==> config.mk <==
export PLATFORM = sky130hd
export DESIGN_NAME = accumulator_datapath
export DESIGN_NICKNAME = d
export VERILOG_FILES = /design/src/core/alu_pkg.sv /design/src/core/acc_bank.sv /design/src/core/alu_op_unit.sv /design/src/core/accumulator_datapath.sv
export SDC_FILE = /design/constraint.sdc
export NUM_CORES = 1
export LEC_CHECK = 0
export BUFFER_PORTS_ARGS = -buffer_cell sky130_fd_sc_hd__buf_2
export CORE_ASPECT_RATIO = 1.5
export CORE_MARGIN = 2
export CORE_UTILIZATION = 35
export CTS_BUF_LIST = sky130_fd_sc_hd__clkbuf_8
export DETAILED_ROUTE_END_ITERATION = 10
export PLACE_DENSITY = 0.57
export SYNTH_ARGS = -nofsm -noshare
export SYNTH_HDL_FRONTEND = slang
export SYNTH_SLANG_ARGS = --single-unit
==> constraint.sdc <==
create_clock -name pclk -period 8.2 [get_ports pclk]
set_clock_uncertainty 0.2 [all_clocks]
set_input_delay 1.64 -clock pclk [delete_from_list [all_inputs] [get_ports pclk]]
set_output_delay 1.64 -clock pclk [all_outputs]
set_load 0.02 [all_outputs]
==> src/core/alu_pkg.sv <==
// Constants, opcode enumeration and decode helpers for the accumulator datapath
package alu_pkg;

	//////////////////////////////////////////////////////////////////////////////
	// Register map, byte addresses on the APB
	localparam logic [7:0] ADDR_INSTR = 8'h00;
	localparam logic [7:0] ADDR_ACC = 8'h04;
	localparam logic [7:0] ADDR_PTR = 8'h08;
	localparam logic [7:0] ADDR_PREFIX = 8'h0C;
	localparam logic [7:0] ADDR_FLAGS = 8'h10;
	localparam logic [7:0] ADDR_STATUS = 8'h14;

	//////////////////////////////////////////////////////////////////////////////
	// Flag bit positions and reset values
	localparam int FLAG_C = 0;
	localparam int FLAG_S = 1;
	localparam int FLAG_Z = 2;
	localparam int FLAG_OV = 3;
	localparam int STATUS_ILLEGAL = 0;
	localparam logic [3:0] FLAGS_RESET = 4'h0;
	localparam logic [7:0] PREFIX_RESET = 8'h00;
	localparam logic [15:0] INSTR_RESET = 16'h0000;

	//////////////////////////////////////////////////////////////////////////////
	// Instruction encodings
	localparam logic [7:0] GROUP_ACC = 8'h8A;
	localparam logic [7:0] GROUP_BIT_XOR = 8'hBA;
	localparam logic [3:0] LOW_NIBBLE_ACC = 4'hA;
	localparam logic [6:0] GROUP_SUB = 7'h5A;
	localparam logic [6:0] GROUP_MINUS_WITH_BORROW = 7'h7A;
	localparam logic [6:0] GROUP_XOR = 7'h3A;
	localparam logic [3:0] CODE_RL = 4'h4;
	localparam logic [3:0] CODE_RLC = 4'h5;
	localparam logic [3:0] CODE_RR = 4'hC;
	localparam logic [3:0] CODE_RRC = 4'hD;
	localparam logic [3:0] CODE_SLA1 = 4'h2;
	localparam logic [3:0] CODE_ARITH_LEFT_SHIFT_TWO = 4'h3;
	localparam logic [3:0] CODE_ARITH_LEFT_SHIFT_FOUR = 4'h6;
	localparam logic [3:0] CODE_SR = 4'hA;
	localparam logic [3:0] CODE_SRA1 = 4'hF;
	localparam logic [3:0] CODE_ARITH_RIGHT_SHIFT_TWO = 4'hE;
	localparam logic [3:0] CODE_ARITH_RIGHT_SHIFT_FOUR = 4'hB;
	localparam logic [3:0] CODE_BSWAP = 4'h8;
	localparam logic [3:0] CODE_NSWAP = 4'h7;

	typedef enum logic [4:0] {
		op_none, rotate_left, rotate_left_through_carry, rotate_right,
		rotate_right_through_carry, arith_left_shift_one, arith_left_shift_two,
		arith_left_shift_four, logical_right_shift, arith_right_shift_one,
		arith_right_shift_two, arith_right_shift_four, subtract, minus_with_borrow,
		byte_swap, nibble_swap, xor_source, xor_bit
	} alu_op_e;

	//////////////////////////////////////////////////////////////////////////////
	// Decode of an instruction word
	function automatic alu_op_e decode_instr(input logic [15:0] w);
		alu_op_e op;
		op = op_none;
		// Bit form takes the register slot of source xor whose index nibble is 4'hA
		if (w[15:8] == GROUP_BIT_XOR && w[3:0] == LOW_NIBBLE_ACC) begin
			op = xor_bit;
		end else if (w[14:8] == GROUP_SUB) begin
			op = subtract;
		end else if (w[14:8] == GROUP_MINUS_WITH_BORROW) begin
			op = minus_with_borrow;
		end else if (w[14:8] == GROUP_XOR) begin
			op = xor_source;
		end else if (w[15:8] == GROUP_ACC && w[3:0] == LOW_NIBBLE_ACC) begin
			case (w[7:4])
				CODE_RL: op = rotate_left;
				CODE_RLC: op = rotate_left_through_carry;
				CODE_RR: op = rotate_right;
				CODE_RRC: op = rotate_right_through_carry;
				CODE_SLA1: op = arith_left_shift_one;
				CODE_ARITH_LEFT_SHIFT_TWO: op = arith_left_shift_two;
				CODE_ARITH_LEFT_SHIFT_FOUR: op = arith_left_shift_four;
				CODE_SR: op = logical_right_shift;
				CODE_SRA1: op = arith_right_shift_one;
				CODE_ARITH_RIGHT_SHIFT_TWO: op = arith_right_shift_two;
				CODE_ARITH_RIGHT_SHIFT_FOUR: op = arith_right_shift_four;
				CODE_BSWAP: op = byte_swap;
				CODE_NSWAP: op = nibble_swap;
				default: op = op_none;
			endcase
		end
		return op;
	endfunction

	// Operations that read the source operand
	function automatic logic takes_source(input alu_op_e op);
		return (op == subtract) || (op == minus_with_borrow) || (op == xor_source);
	endfunction

endpackage

==> src/core/acc_bank.sv <==
// Accumulator bank with two registered read ports and one write port
`timescale 1ns/1ps
module acc_bank #(
	parameter int WIDTH = 16,
	parameter int DEPTH = 16,
	localparam int AW = $clog2(DEPTH)
) (
	input wire logic clk,
	input wire logic ce,
	input wire logic we,
	input wire logic [AW-1:0] waddr,
	input wire logic [WIDTH-1:0] wdata,
	input wire logic [AW-1:0] raddr_a,
	output logic [WIDTH-1:0] rdata_a,
	input wire logic [AW-1:0] raddr_b,
	output logic [WIDTH-1:0] rdata_b
);
	logic [WIDTH-1:0] mem [DEPTH];

	always_ff @(posedge clk) begin
		if (ce) begin
			if (we) begin
				mem[waddr] <= wdata;
			end
			rdata_a <= mem[raddr_a];
			rdata_b <= mem[raddr_b];
		end
	end
endmodule // acc_bank

==> src/core/alu_op_unit.sv <==
// Combinational shift, rotate, subtract and exclusive-or unit
`timescale 1ns/1ps
module alu_op_unit (
	input alu_pkg::alu_op_e op,
	input wire logic [15:0] acc,
	input wire logic [15:0] src,
	input wire logic carry,
	input wire logic [3:0] bit_idx,
	output logic [15:0] result,
	output logic carry_out,
	output logic sign_out,
	output logic zero_out,
	output logic ov_out,
	output logic wr_acc,
	output logic upd_c,
	output logic upd_s,
	output logic upd_z,
	output logic upd_ov
);
	logic [16:0] diff;

	always_comb begin
		result = acc;
		carry_out = carry;
		ov_out = 1'b0;
		wr_acc = 1'b0;
		upd_c = 1'b0;
		upd_s = 1'b0;
		upd_z = 1'b0;
		upd_ov = 1'b0;
		diff = {1'b0, acc} - {1'b0, src} - {16'h0000, carry & (op == alu_pkg::minus_with_borrow)};
		case (op)
			alu_pkg::rotate_left: begin
				result = {acc[14:0], acc[15]};
				wr_acc = 1'b1;
				upd_s = 1'b1;
			end
			alu_pkg::rotate_left_through_carry: begin
				result = {acc[14:0], carry};
				carry_out = acc[15];
				{wr_acc, upd_c, upd_s, upd_z} = 4'hF;
			end
			alu_pkg::rotate_right: begin
				result = {acc[0], acc[15:1]};
				wr_acc = 1'b1;
				upd_s = 1'b1;
			end
			alu_pkg::rotate_right_through_carry: begin
				result = {carry, acc[15:1]};
				carry_out = acc[0];
				{wr_acc, upd_c, upd_s, upd_z} = 4'hF;
			end
			alu_pkg::arith_left_shift_one: begin
				result = {acc[14:0], 1'b0};
				carry_out = acc[15];
				{wr_acc, upd_c, upd_s, upd_z} = 4'hF;
			end
			alu_pkg::arith_left_shift_two: begin
				result = {acc[13:0], 2'h0};
				carry_out = acc[14];
				{wr_acc, upd_c, upd_s, upd_z} = 4'hF;
			end
			alu_pkg::arith_left_shift_four: begin
				result = {acc[11:0], 4'h0};
				carry_out = acc[12];
				{wr_acc, upd_c, upd_s, upd_z} = 4'hF;
			end
			alu_pkg::logical_right_shift: begin
				result = {1'b0, acc[15:1]};
				carry_out = acc[0];
				{wr_acc, upd_c, upd_s, upd_z} = 4'hF;
			end
			alu_pkg::arith_right_shift_one: begin
				result = {acc[15], acc[15:1]};
				carry_out = acc[0];
				{wr_acc, upd_c, upd_z} = 3'h7;
			end
			alu_pkg::arith_right_shift_two: begin
				result = {{2{acc[15]}}, acc[15:2]};
				carry_out = acc[1];
				{wr_acc, upd_c, upd_z} = 3'h7;
			end
			alu_pkg::arith_right_shift_four: begin
				result = {{4{acc[15]}}, acc[15:4]};
				carry_out = acc[3];
				{wr_acc, upd_c, upd_z} = 3'h7;
			end
			alu_pkg::subtract, alu_pkg::minus_with_borrow: begin
				result = diff[15:0];
				carry_out = diff[16];
				ov_out = (acc[15] != src[15]) && (diff[15] != acc[15]);
				{wr_acc, upd_c, upd_s, upd_z, upd_ov} = 5'h1F;
			end
			alu_pkg::byte_swap: begin
				result = {acc[7:0], acc[15:8]};
				wr_acc = 1'b1;
				upd_s = 1'b1;
			end
			alu_pkg::nibble_swap: begin
				result = {acc[11:8], acc[15:12], acc[3:0], acc[7:4]};
				wr_acc = 1'b1;
				upd_s = 1'b1;
			end
			alu_pkg::xor_source: begin
				result = acc ^ src;
				{wr_acc, upd_s, upd_z} = 3'h7;
			end
			alu_pkg::xor_bit: begin
				carry_out = carry ^ acc[bit_idx];
				upd_c = 1'b1;
			end
			default: begin
			end
		endcase
	end

	assign sign_out = result[15];
	assign zero_out = (result == 16'h0000);
endmodule // alu_op_unit

==> src/core/accumulator_datapath.sv <==
// Accumulator datapath top: APB register slave, sequencer and flag state
// Overview of operation
// - Rotate left through carry: carry into bit 0, old bit 15 to carry; C,S,Z.
// - Rotate right: bits 15..1 move down, old bit 0 to bit 15; sign only.
// - Rotate right through carry: carry into bit 15, old bit 0 to carry; C,S,Z.
// - Left shifts by 1, 2, 4 fill zeros; carry takes last bit out; C,S,Z.
// - Logical right shift inserts zero at bit 15, old bit 0 into carry.
// - Arithmetic right shifts replicate bit 15; last bit shifted out goes to carry.
// - Right shifts update C and Z; only logical shift touches sign.
// - Subtract: accumulator minus source; C,S,Z,OV updated.
// - Subtract with borrow: accumulator minus source minus carry.
// - Source is 16 bits; immediate high byte comes from prefix register.
// - Byte swap exchanges high and low bytes; sign only.
// - Nibble swap exchanges nibbles within each byte; sign only.
// - Source xor replaces accumulator with accumulator xor source; S,Z.
// - Bit xor: carry becomes carry xor selected accumulator bit.
//
// The placing of the registers and the APB slave port were decided locally.
`timescale 1ns/1ps
module accumulator_datapath #(
	parameter int ACC_COUNT = 16,
	localparam int AW = $clog2(ACC_COUNT)
) (
	input wire logic pclk,
	input wire logic presetn,
	input wire logic clk_en,
	input wire logic psel,
	input wire logic penable,
	input wire logic pwrite,
	input wire logic [7:0] paddr,
	input wire logic [31:0] pwdata,
	output logic [31:0] prdata,
	output logic pready,
	output logic pslverr,
	output logic [3:0] status_flags,
	output logic [AW-1:0] accumulator_pointer
);

	//////////////////////////////////////////////////////////////////////////////
	// Declarations
	typedef enum logic [1:0] {st_idle, st_fetch, st_exec, st_done} seq_state_e;

	seq_state_e state;
	seq_state_e next_state;
	logic [15:0] instr;
	logic [7:0] prefix_high_byte_reg;
	logic [3:0] flags;
	logic carry_flag;
	logic sign_flag;
	logic zero_flag;
	logic ov_flag;
	logic last_illegal;
	logic err;
	logic access;
	logic wr_req;
	logic rd_req;
	logic hit_instr;
	logic hit_acc;
	logic hit_ptr;
	logic hit_prefix;
	logic hit_flags;
	logic hit_status;
	logic mapped;
	logic instr_start;
	logic acc_write;
	logic acc_read;
	logic exec;
	alu_pkg::alu_op_e op;
	logic src_is_reg;
	logic [AW-1:0] src_index;
	logic [15:0] src_word;
	logic [15:0] acc_word;
	logic [15:0] bank_src;
	logic bank_we;
	logic [15:0] bank_wdata;
	logic [15:0] result;
	logic carry_out;
	logic sign_out;
	logic zero_out;
	logic ov_out;
	logic wr_acc;
	logic upd_c;
	logic upd_s;
	logic upd_z;
	logic upd_ov;

	//////////////////////////////////////////////////////////////////////////////
	// Address decode and request qualification
	assign access = clk_en && psel && penable && (state == st_idle);
	assign wr_req = access && pwrite;
	assign rd_req = access && !pwrite;
	assign hit_instr = (paddr == alu_pkg::ADDR_INSTR);
	assign hit_acc = (paddr == alu_pkg::ADDR_ACC);
	assign hit_ptr = (paddr == alu_pkg::ADDR_PTR);
	assign hit_prefix = (paddr == alu_pkg::ADDR_PREFIX);
	assign hit_flags = (paddr == alu_pkg::ADDR_FLAGS);
	assign hit_status = (paddr == alu_pkg::ADDR_STATUS);
	assign mapped = hit_instr || hit_acc || hit_ptr || hit_prefix || hit_flags || hit_status;
	assign instr_start = wr_req && hit_instr;
	assign acc_write = wr_req && hit_acc;
	assign acc_read = rd_req && hit_acc;
	assign exec = clk_en && (state == st_exec);

	//////////////////////////////////////////////////////////////////////////////
	// Sequencer
	always_comb begin
		next_state = state;
		unique case (state)
			st_idle: begin
				if (instr_start || acc_read) begin
					next_state = st_fetch;
				end else if (access) begin
					next_state = st_done;
				end
			end
			st_fetch: begin
				if (pwrite) begin
					next_state = st_exec;
				end else begin
					next_state = st_done;
				end
			end
			st_exec: begin
				next_state = st_done;
			end
			st_done: begin
				next_state = st_idle;
			end
		endcase
	end

	always_ff @(posedge pclk or negedge presetn) begin
		if (!presetn) begin
			state <= st_idle;
		end else if (clk_en) begin
			state <= next_state;
		end
	end

	//////////////////////////////////////////////////////////////////////////////
	// APB answer
	// Gated by the enable so a frozen done state cannot answer twice
	assign pready = (state == st_done) && clk_en;
	assign pslverr = pready && err;

	always_ff @(posedge pclk or negedge presetn) begin
		if (!presetn) begin
			err <= 1'b0;
		end else if (access) begin
			err <= !mapped;
		end
	end

	always_ff @(posedge pclk or negedge presetn) begin
		if (!presetn) begin
			prdata <= 32'h0000_0000;
		end else if (clk_en) begin
			if (rd_req) begin
				prdata <= 32'h0000_0000;
				if (hit_instr) begin
					prdata[15:0] <= instr;
				end
				if (hit_ptr) begin
					prdata[AW-1:0] <= accumulator_pointer;
				end
				if (hit_prefix) begin
					prdata[7:0] <= prefix_high_byte_reg;
				end
				if (hit_flags) begin
					prdata[3:0] <= flags;
				end
				if (hit_status) begin
					prdata[alu_pkg::STATUS_ILLEGAL] <= last_illegal;
				end
			end else if (state == st_fetch && !pwrite) begin
				prdata <= {16'h0000, acc_word};
			end
		end
	end

	//////////////////////////////////////////////////////////////////////////////
	// Instruction register and decode
	always_ff @(posedge pclk or negedge presetn) begin
		if (!presetn) begin
			instr <= alu_pkg::INSTR_RESET;
		end else if (clk_en && instr_start) begin
			instr <= pwdata[15:0];
		end
	end

	assign op = alu_pkg::decode_instr(instr);

	always_ff @(posedge pclk or negedge presetn) begin
		if (!presetn) begin
			last_illegal <= 1'b0;
		end else if (exec) begin
			last_illegal <= (op == alu_pkg::op_none);
		end
	end

	//////////////////////////////////////////////////////////////////////////////
	// Active accumulator selection
	always_ff @(posedge pclk or negedge presetn) begin
		if (!presetn) begin
			accumulator_pointer <= '0;
		end else if (clk_en && wr_req && hit_ptr) begin
			accumulator_pointer <= pwdata[AW-1:0];
		end
	end

	//////////////////////////////////////////////////////////////////////////////
	// Source operand path
	assign src_is_reg = instr[15];
	// Register form names an accumulator, which must differ from the active one
	assign src_index = instr[AW-1:0];

	always_comb begin
		if (src_is_reg) begin
			src_word = bank_src;
		end else begin
			src_word = {prefix_high_byte_reg, instr[7:0]};
		end
	end

	// Prefix is consumed by the instruction that takes a source
	always_ff @(posedge pclk or negedge presetn) begin
		if (!presetn) begin
			prefix_high_byte_reg <= alu_pkg::PREFIX_RESET;
		end else if (clk_en) begin
			if (wr_req && hit_prefix) begin
				prefix_high_byte_reg <= pwdata[7:0];
			end else if (exec && alu_pkg::takes_source(op)) begin
				prefix_high_byte_reg <= alu_pkg::PREFIX_RESET;
			end
		end
	end

	//////////////////////////////////////////////////////////////////////////////
	// Accumulator storage
	assign bank_we = acc_write || (exec && wr_acc);
	assign bank_wdata = acc_write ? pwdata[15:0] : result;

	acc_bank #(
		.WIDTH(16),
		.DEPTH(ACC_COUNT)
	) u_bank (
		.clk(pclk),
		.ce(clk_en),
		.we(bank_we),
		.waddr(accumulator_pointer),
		.wdata(bank_wdata),
		.raddr_a(accumulator_pointer),
		.rdata_a(acc_word),
		.raddr_b(src_index),
		.rdata_b(bank_src)
	);

	//////////////////////////////////////////////////////////////////////////////
	// Operation unit
	alu_op_unit u_unit (
		.op(op),
		.acc(acc_word),
		.src(src_word),
		.carry(flags[alu_pkg::FLAG_C]),
		.bit_idx(instr[7:4]),
		.result(result),
		.carry_out(carry_out),
		.sign_out(sign_out),
		.zero_out(zero_out),
		.ov_out(ov_out),
		.wr_acc(wr_acc),
		.upd_c(upd_c),
		.upd_s(upd_s),
		.upd_z(upd_z),
		.upd_ov(upd_ov)
	);

	//////////////////////////////////////////////////////////////////////////////
	// Status flags
	always_ff @(posedge pclk or negedge presetn) begin
		if (!presetn) begin
			carry_flag <= alu_pkg::FLAGS_RESET[alu_pkg::FLAG_C];
		end else if (clk_en) begin
			if (wr_req && hit_flags) begin
				carry_flag <= pwdata[alu_pkg::FLAG_C];
			end else if (exec && upd_c) begin
				carry_flag <= carry_out;
			end
		end
	end

	always_ff @(posedge pclk or negedge presetn) begin
		if (!presetn) begin
			sign_flag <= alu_pkg::FLAGS_RESET[alu_pkg::FLAG_S];
		end else if (clk_en) begin
			if (wr_req && hit_flags) begin
				sign_flag <= pwdata[alu_pkg::FLAG_S];
			end else if (exec && upd_s) begin
				sign_flag <= sign_out;
			end
		end
	end

	always_ff @(posedge pclk or negedge presetn) begin
		if (!presetn) begin
			zero_flag <= alu_pkg::FLAGS_RESET[alu_pkg::FLAG_Z];
		end else if (clk_en) begin
			if (wr_req && hit_flags) begin
				zero_flag <= pwdata[alu_pkg::FLAG_Z];
			end else if (exec && upd_z) begin
				zero_flag <= zero_out;
			end
		end
	end

	always_ff @(posedge pclk or negedge presetn) begin
		if (!presetn) begin
			ov_flag <= alu_pkg::FLAGS_RESET[alu_pkg::FLAG_OV];
		end else if (clk_en) begin
			if (wr_req && hit_flags) begin
				ov_flag <= pwdata[alu_pkg::FLAG_OV];
			end else if (exec && upd_ov) begin
				ov_flag <= ov_out;
			end
		end
	end

	// Flags as seen on the port and by software
	always_comb begin
		flags = alu_pkg::FLAGS_RESET;
		flags[alu_pkg::FLAG_C] = carry_flag;
		flags[alu_pkg::FLAG_S] = sign_flag;
		flags[alu_pkg::FLAG_Z] = zero_flag;
		flags[alu_pkg::FLAG_OV] = ov_flag;
	end

	assign status_flags = flags;

endmodule // accumulator_datapath

Word-level counts from Yosys, hierarchy flattened. Memory sizes are Yosys's and may differ from the RTL's. A register that Yosys moved wholly into a read port is not among the register bits. Index checks and enable logic that the tools add are counted.

Bits in registers: 68. Bits in writable memories: 256. Bits in read-only memories: 64. Input port bits: 46. Logic and storage cells: 156. Memories kept: 2.

$add $sub $neg: 2. Magnitude comparators: 1. Equal/unequal tests: 34. Multiplexer cells: 41. Bitwise operators: 3. Reductions and logical operators: 62.

Memory list: u_bank.mem (words 16, width 16, read ports 2, clocked after Yosys merged registers in 2, write ports 1, RTL line acc_bank.sv:18) `logic [WIDTH-1:0] mem [DEPTH];`; (name not given) (words 16, width 4, read ports 1, clocked after Yosys merged registers in 0, write ports 0, RTL line alu_pkg.sv:69) `case (w[7:4])`.

Operators with widths (number): $pmux W16 S15 (1); $mux W32 (2); $mux W16 (3); $eq A5 B4 Y1 const B (8); $logic_and A1 B1 Y1 (26); $mux W5 (5); $mux W8 (3); $reduce_or A12 Y1 (2); $eq A5 B3 Y1 const B (4); $mux W1 (20); $sub A16 B16 Y17 (1); $sub A17 B1 Y17 (1); $eq A8 B4 Y1 const B (2); $eq A8 B5 Y1 const B (2); $eq A8 B8 Y1 const B (2); $logic_not A16 Y1 (1); $reduce_or A16 Y1 (1); $xor A16 B16 Y16 (1); $eq A7 B7 Y1 const B (2); $reduce_or A13 Y1 (1); $reduce_and A2 Y1 (6); $reduce_bool A2 Y1 (6); $eq A5 B2 Y1 const B (2); $eq A5 B5 Y1 const B (2); 25 further kinds (39).

Longest topological paths before layout.
Depth in word-level cells: 15. Gate-level depth with buffers: 23. Mapped depth without buffers: 21.

Modules after synthesis. A second synthesis with hierarchy kept.

Cell total of the unflattened synthesis: 1400. Area, all modules: 19079.5 sq um.

Modules (own cells, without submodules): acc_bank (times used 1, cells an instance 586, area an instance 12648.4 sq um, seq. area each 8648.3 sq um); accumulator_datapath (times used 1, cells an instance 381, area an instance 3504.6 sq um, seq. area each 1301.2 sq um); alu_op_unit (times used 1, cells an instance 433, area an instance 2926.6 sq um, seq. area each 0.0 sq um).

Worst setup path after synthesis. No wires, ideal clock.

Path type: reg-to-reg. From: register instr[4]. To: memory u_bank.mem[0][12] (data pin). Data arrival time: 5.914 ns. Data required time: 7.670 ns. Setup slack: 1.756 ns. Cell stages (with the launch flop): 21. Buffers on the path: 3. Path through: dfrtp_1 -> clkbuf_1 -> inv_1 -> ha_1 -> or2_0 -> mux4_2 -> buf_2 -> o41ai_4 -> clkbuf_1 -> nand3_1 -> fa_1 -> fa_1 -> nand2b_1 -> a31o_2 -> a221oi_1 -> o21a_1 -> o21ai_0 -> xor2_1 -> nand2_1 -> a32o_1 -> o21ai_0.

Word-level cells in the longest chain between the ends: 11.

Ends and longest elaborated chain: from (decl) (RTL line accumulator_datapath.sv:45) `logic [15:0] instr;`; from (signal assigned) (RTL line accumulator_datapath.sv:185) `instr <= alu_pkg::INSTR_RESET;`; from (signal assigned) (RTL line accumulator_datapath.sv:187) `instr <= pwdata[15:0];`; $mem_v2 Z16 W4; $mux W5 (RTL line alu_pkg.sv:68) `end else if (w[15:8] == GROUP_ACC && w[3:0] == LOW_NIBBLE_ACC) begin`; $mux W5 (RTL line alu_pkg.sv:66) `end else if (w[14:8] == GROUP_XOR) begin`; $mux W5 (RTL line alu_pkg.sv:64) `end else if (w[14:8] == GROUP_MINUS_WITH_BORROW) begin`; $mux W5 (RTL line alu_pkg.sv:62) `end else if (w[14:8] == GROUP_SUB) begin`; $mux W5 (RTL line alu_pkg.sv:60) `if (w[15:8] == GROUP_BIT_XOR && w[3:0] == LOW_NIBBLE_ACC) begin`; $eq A5 B4 Y1 (RTL line alu_op_unit.sv:31, alu_op_unit.sv:32); $and A1 B1 Y1 (RTL line alu_op_unit.sv:31) `diff = {1'b0, acc} - {1'b0, src} - {16'h0000, carry & (op == alu_pkg::minus_with_borrow)};`; $sub A17 B1 Y17 (RTL line alu_op_unit.sv:31); $pmux W16 S15 (*) (RTL line alu_op_unit.sv:32) `case (op)`; $mux W16 (*) (RTL line accumulator_datapath.sv:241) `assign bank_wdata = acc_write ? pwdata[15:0] : result;`; named net bank_wdata[12] (RTL line accumulator_datapath.sv:75) `logic [15:0] bank_wdata;`; to (decl) (RTL line acc_bank.sv:18).

The timed path passes the listed nets; every way through them passes the cells marked *.

Worst setup path in the final report.
From: register instr[4]. To: memory u_bank.mem[4][15] (data pin).

The elaborated chain is that of the path after synthesis.

==> summary.md <==
| Metric | Value |
|---|---|
| Status | `finished clean` |
| Post-synthesis sequential area ratio | `53.2%` |
| CTS clk-pin slew, worst paths | `0.08 ns` |
| Initial Util | `35.5%` |
| Synth Area in XOR/XNOR | `0.797%` |
| Critical path endpoint category | `flop` |
| Slowest stage delay, CP | `0.68 ns` |
| CTS Buf Count | `50` |
| Routed len/inst | `28.3 um` |
| Reg2reg start | `instr[4]$_DFFE_PN0P_` |
| CTS tree | `built` |
| Largest family of logic cells by synthesized area | `multiplexers` |
| Hold Crit Depth | `2` |
| Post-synthesis compound-gate area fraction | `8.93%` |
| Number of core rows | `103` |
| Final min period | `7.14 ns` |
| Seq pwr share | `52.0%` |
| Switching Share | `25.1%` |
| Post-CTS Setup Inserts | `0` |
| Post-synth top flop | `edfxtp_1` |
| RSZ-0062 raised after global routing | `no` |
| Largest area contributor in the netlist | `edfxtp_1` |
| Data required, critical path | `8.23 ns` |
| Final nets | `1440` |
| Largest register FFs | `256` |
| Multiplexer share of the synthesized area | `22.5%` |
| Clock latency on the worst-skew pair | `0.63 ns` |
| Synth top area share | `46.3%` |
| GPL Wtd Cong | `1.00` |
| Area of the mapped netlist | `18700 um^2` |
| Clk network pwr share | `39.8%` |
| Syn avg cell area | `14.4 um^2` |
| Peak Freq | `140 MHz` |
| Finished Cell Area | `20800 um^2` |
| Worst-Margin Slew | `1.16 ns` |
| Post-synth EDFFs | `288` |
| Largest Register | `u_bank.mem` |
| Crit Path Class | `flop to flop` |
| Initial drt markers | `1001` |
| CTS max path bufs | `3` |
| Final setup vio count | `0` |
| IO Port Bufs | `55` |
| Post-Synth Adder-Cell Area | `2.96%` |
| Share of layout cells above drive strength 1 | `29.7%` |
| GRT overflow | `0` |
| Hold WS | `0.287 ns` |
| Asr flop ratio synth | `15.3%` |
| TritonCTS Sinks | `340` |
| #FFs+latches synth | `340` |
| Vias per inst | `5.90` |
| Core area | `52700 um^2` |
| Initial antenna violation count | `1` |
| Period utilization | `87.1%` |
| First-pass GRT wire length | `85400 um` |
| Area grow syn2layout | `11.5%` |
| DR DRC count | `0` |
| CP Data Arrival Time | `7.18 ns` |
| CP Cell Sequence | `inv_1 -> ha_1 -> mux4_2 -> o22ai_2 -> and2_1 -> nand3_1 -> fa_1 -> inv_1 -> ha_1 -> o21ai_0 -> a211oi_1 -> a21o_1 -> o211ai_1 -> a21oi_1 -> o41ai_1 -> xnor2_1 -> a221oi_1 -> a21oi_1 -> nand2_1 -> nand2_1` |
| Crit path max fanout | `16` |
| Max-cap violations | `0` |
| Crit-path leading delay family | `compound AO/OA/AOI/OAI gates` |
| Hold Path Class | `flop to flop` |
| Yosys cell types | `91` |
| Int Pwr | `2.83 mW` |
| Post-Synth Simple-Gate Area | `7.59%` |
| Stages on the worst setup path | `20` |
| Worst path slowest cell | `a221oi_1` |
| Routed Antenna Nets | `0` |
| Post-route non-filler standard cell count | `2076` |
| First-pass DRT Iterations | `7` |
| Die Wd | `193 um` |
| Vias in the first global route | `12.8k` |
| Setup crit start | `instr[4]$_DFFE_PN0P_` |
| Via count | `12.2k` |
| Largest net degree at the start of global routing | `59` |
| Setup tns final | `0 ns` |
| DRT Wirelength | `58800 um` |
| Comb pwr share | `8.2%` |
| VDD IR max | `0.0944 mV` |
| Root Buffer Master | `clkbuf_8` |
| GRT Total Usage | `21.5%` |
| Top area cells in the synthesized netlist | `edfxtp_1 (46%), mux4_2 (20%), dfrtp_1 (7.0%)` |
| Die extent in y | `287 um` |
| Post-layout util | `39.5%` |
| DP HPWL | `40600 um` |
| Post-CTS Hold Buffers | `0` |
| Die area | `55300 um^2` |
| Cell count after synthesis | `1298` |
| Cells after DPL | `1981` |
| Switching pwr | `0.950 mW` |
| CTS HTree Levels | `2` |
| Hold_sp | `prdata[7]$_DFFE_PN0P_` |
| Type of origin of the critical path | `flop` |
| Static Leak | `7.04 nW` |
| Synth Warn # | `0` |
| I/O pin count | `88` |
| Slew headroom | `22.2%` |
| R2r worst-path depth | `20` |
| Hold Violations, Final | `0` |
| Dpl cell area | `19700 um^2` |
| Buf/Inv on CP | `2` |
| Max Slew Vio Count | `0` |
| Cts repair resizes | `0` |
| Pwr per Cell Area | `181 nW/um^2` |
## per-stage QoR
stage	power, mW	setup WS (ns)
after floorplan	2.19	1.76
after global placement	2.31	1.25
after detailed placement	2.32	1.20
after CTS	3.82	1.13
after global routing	3.92	0.613
final	3.78	1.06
## worst register-to-register path: stages, from the launching register on
cell and delay [ns]:
dfrtp_1 0.60, inv_1 0.21, ha_1 0.37, mux4_2 0.57, o22ai_2 0.31, and2_1 0.43
nand3_1 0.22, fa_1 0.59, inv_1 0.06, ha_1 0.17, o21ai_0 0.23, a211oi_1 0.18
a21o_1 0.26, o211ai_1 0.19, a21oi_1 0.17, o41ai_1 0.38, xnor2_1 0.18, a221oi_1 0.68
a21oi_1 0.25, nand2_1 0.13, nand2_1 0.34
## routing by layer
layer	share of wire, %	up-vias	track usage [%]
li1	-	5271	-
met1	35	6357	23.5
met2	54	461	39.5
met3	4.8	156	2.95
met4	5.9	0	11.8
met5	0	-	0
## cell usage after synthesis, drive strengths merged (6+ instances only)
library cell	n
o21ai	55
xnor2	8
mux2	29
a21o	8
and2	8
nand4	9
o31ai	8
a21oi	35
nor2b	14
o211ai	9
mux2i	9
nand3	23
nor4	6
a22oi	13
dfrtp	52
nor2	74
nand2	115
a221oi	15
buf	53
a221o	8
ha	41
mux4	168
a22o	14
edfxtp	288
inv	52
nor3	18
clkbuf	61
a31oi	17
xor2	9
## power by group through the flow
stage	Clock (mW)	Combinational [mW]	Sequential [mW]
floorplan	0	0.155	2.03
global placement	0	0.308	2.00
detailed placement	0	0.315	2.00
CTS	1.54	0.316	1.97
global route	1.61	0.341	1.97
finish	1.50	0.309	1.97
## layout by cell type, fill, tap and decap left out, types with 9 or more instances in the layout
cell / count
edfxtp_1: 288
mux4_2: 168
nand2_1: 114
nor2_1: 62
inv_1: 61
buf_2: 55
clkbuf_8: 54
o21ai_0: 53
dfrtp_1: 48
buf_4: 45
ha_1: 41
a21oi_1: 34
mux2_2: 28
nand3_1: 23
a31oi_1: 17
conb_1: 16
a221oi_1: 15
a22o_1: 14
nor3_1: 13
a22oi_1: 13
nor2b_1: 12
clkinv_1: 12
nor2_2: 10
mux2i_1: 9
o211ai_1: 9
xor2_1: 9
clkinv_2: 9
## path summary, 6_finish.rpt
| kind | slack, ns | end |
|---|---|---|
| setup / recovery | 1.06 | u_bank.mem[4][15]$_DFFE_PP_ |
| hold / removal | 0.29 | prdata[7]$_DFFE_PN0P_ |
| setup reg to reg | 1.06 | u_bank.mem[4][15]$_DFFE_PP_ |
| hold reg to reg | 0.29 | prdata[7]$_DFFE_PN0P_ |
| max in group asynchronous | 6.30 | accumulator_pointer[0]$_DFFE_PN0P_ |
| min in group asynchronous | 0.95 | instr[4]$_DFFE_PN0P_ |
## layout make-up
cell class                 count  area (um^2)
inverter                      52          195
clock inverter                40          343
antenna                        1         2.50
sequential                   340         9960
clock buffer                  54          743
timing repair buffer         100          613
tap                          682          853
multi-input combinational    807         8120
fill                        4826        31900
## kinds of logic after synthesis
logic type | Yosys count
XOR/XNOR | 17
other | 1
adder cells (fa/ha/maj) | 43
buffers and inverters | 166
multiplexers | 206
AND/OR/NAND/NOR | 295
AO/OA/AOI/OAI | 230
flip-flops | 340
(Power assumes the default switching activity.)
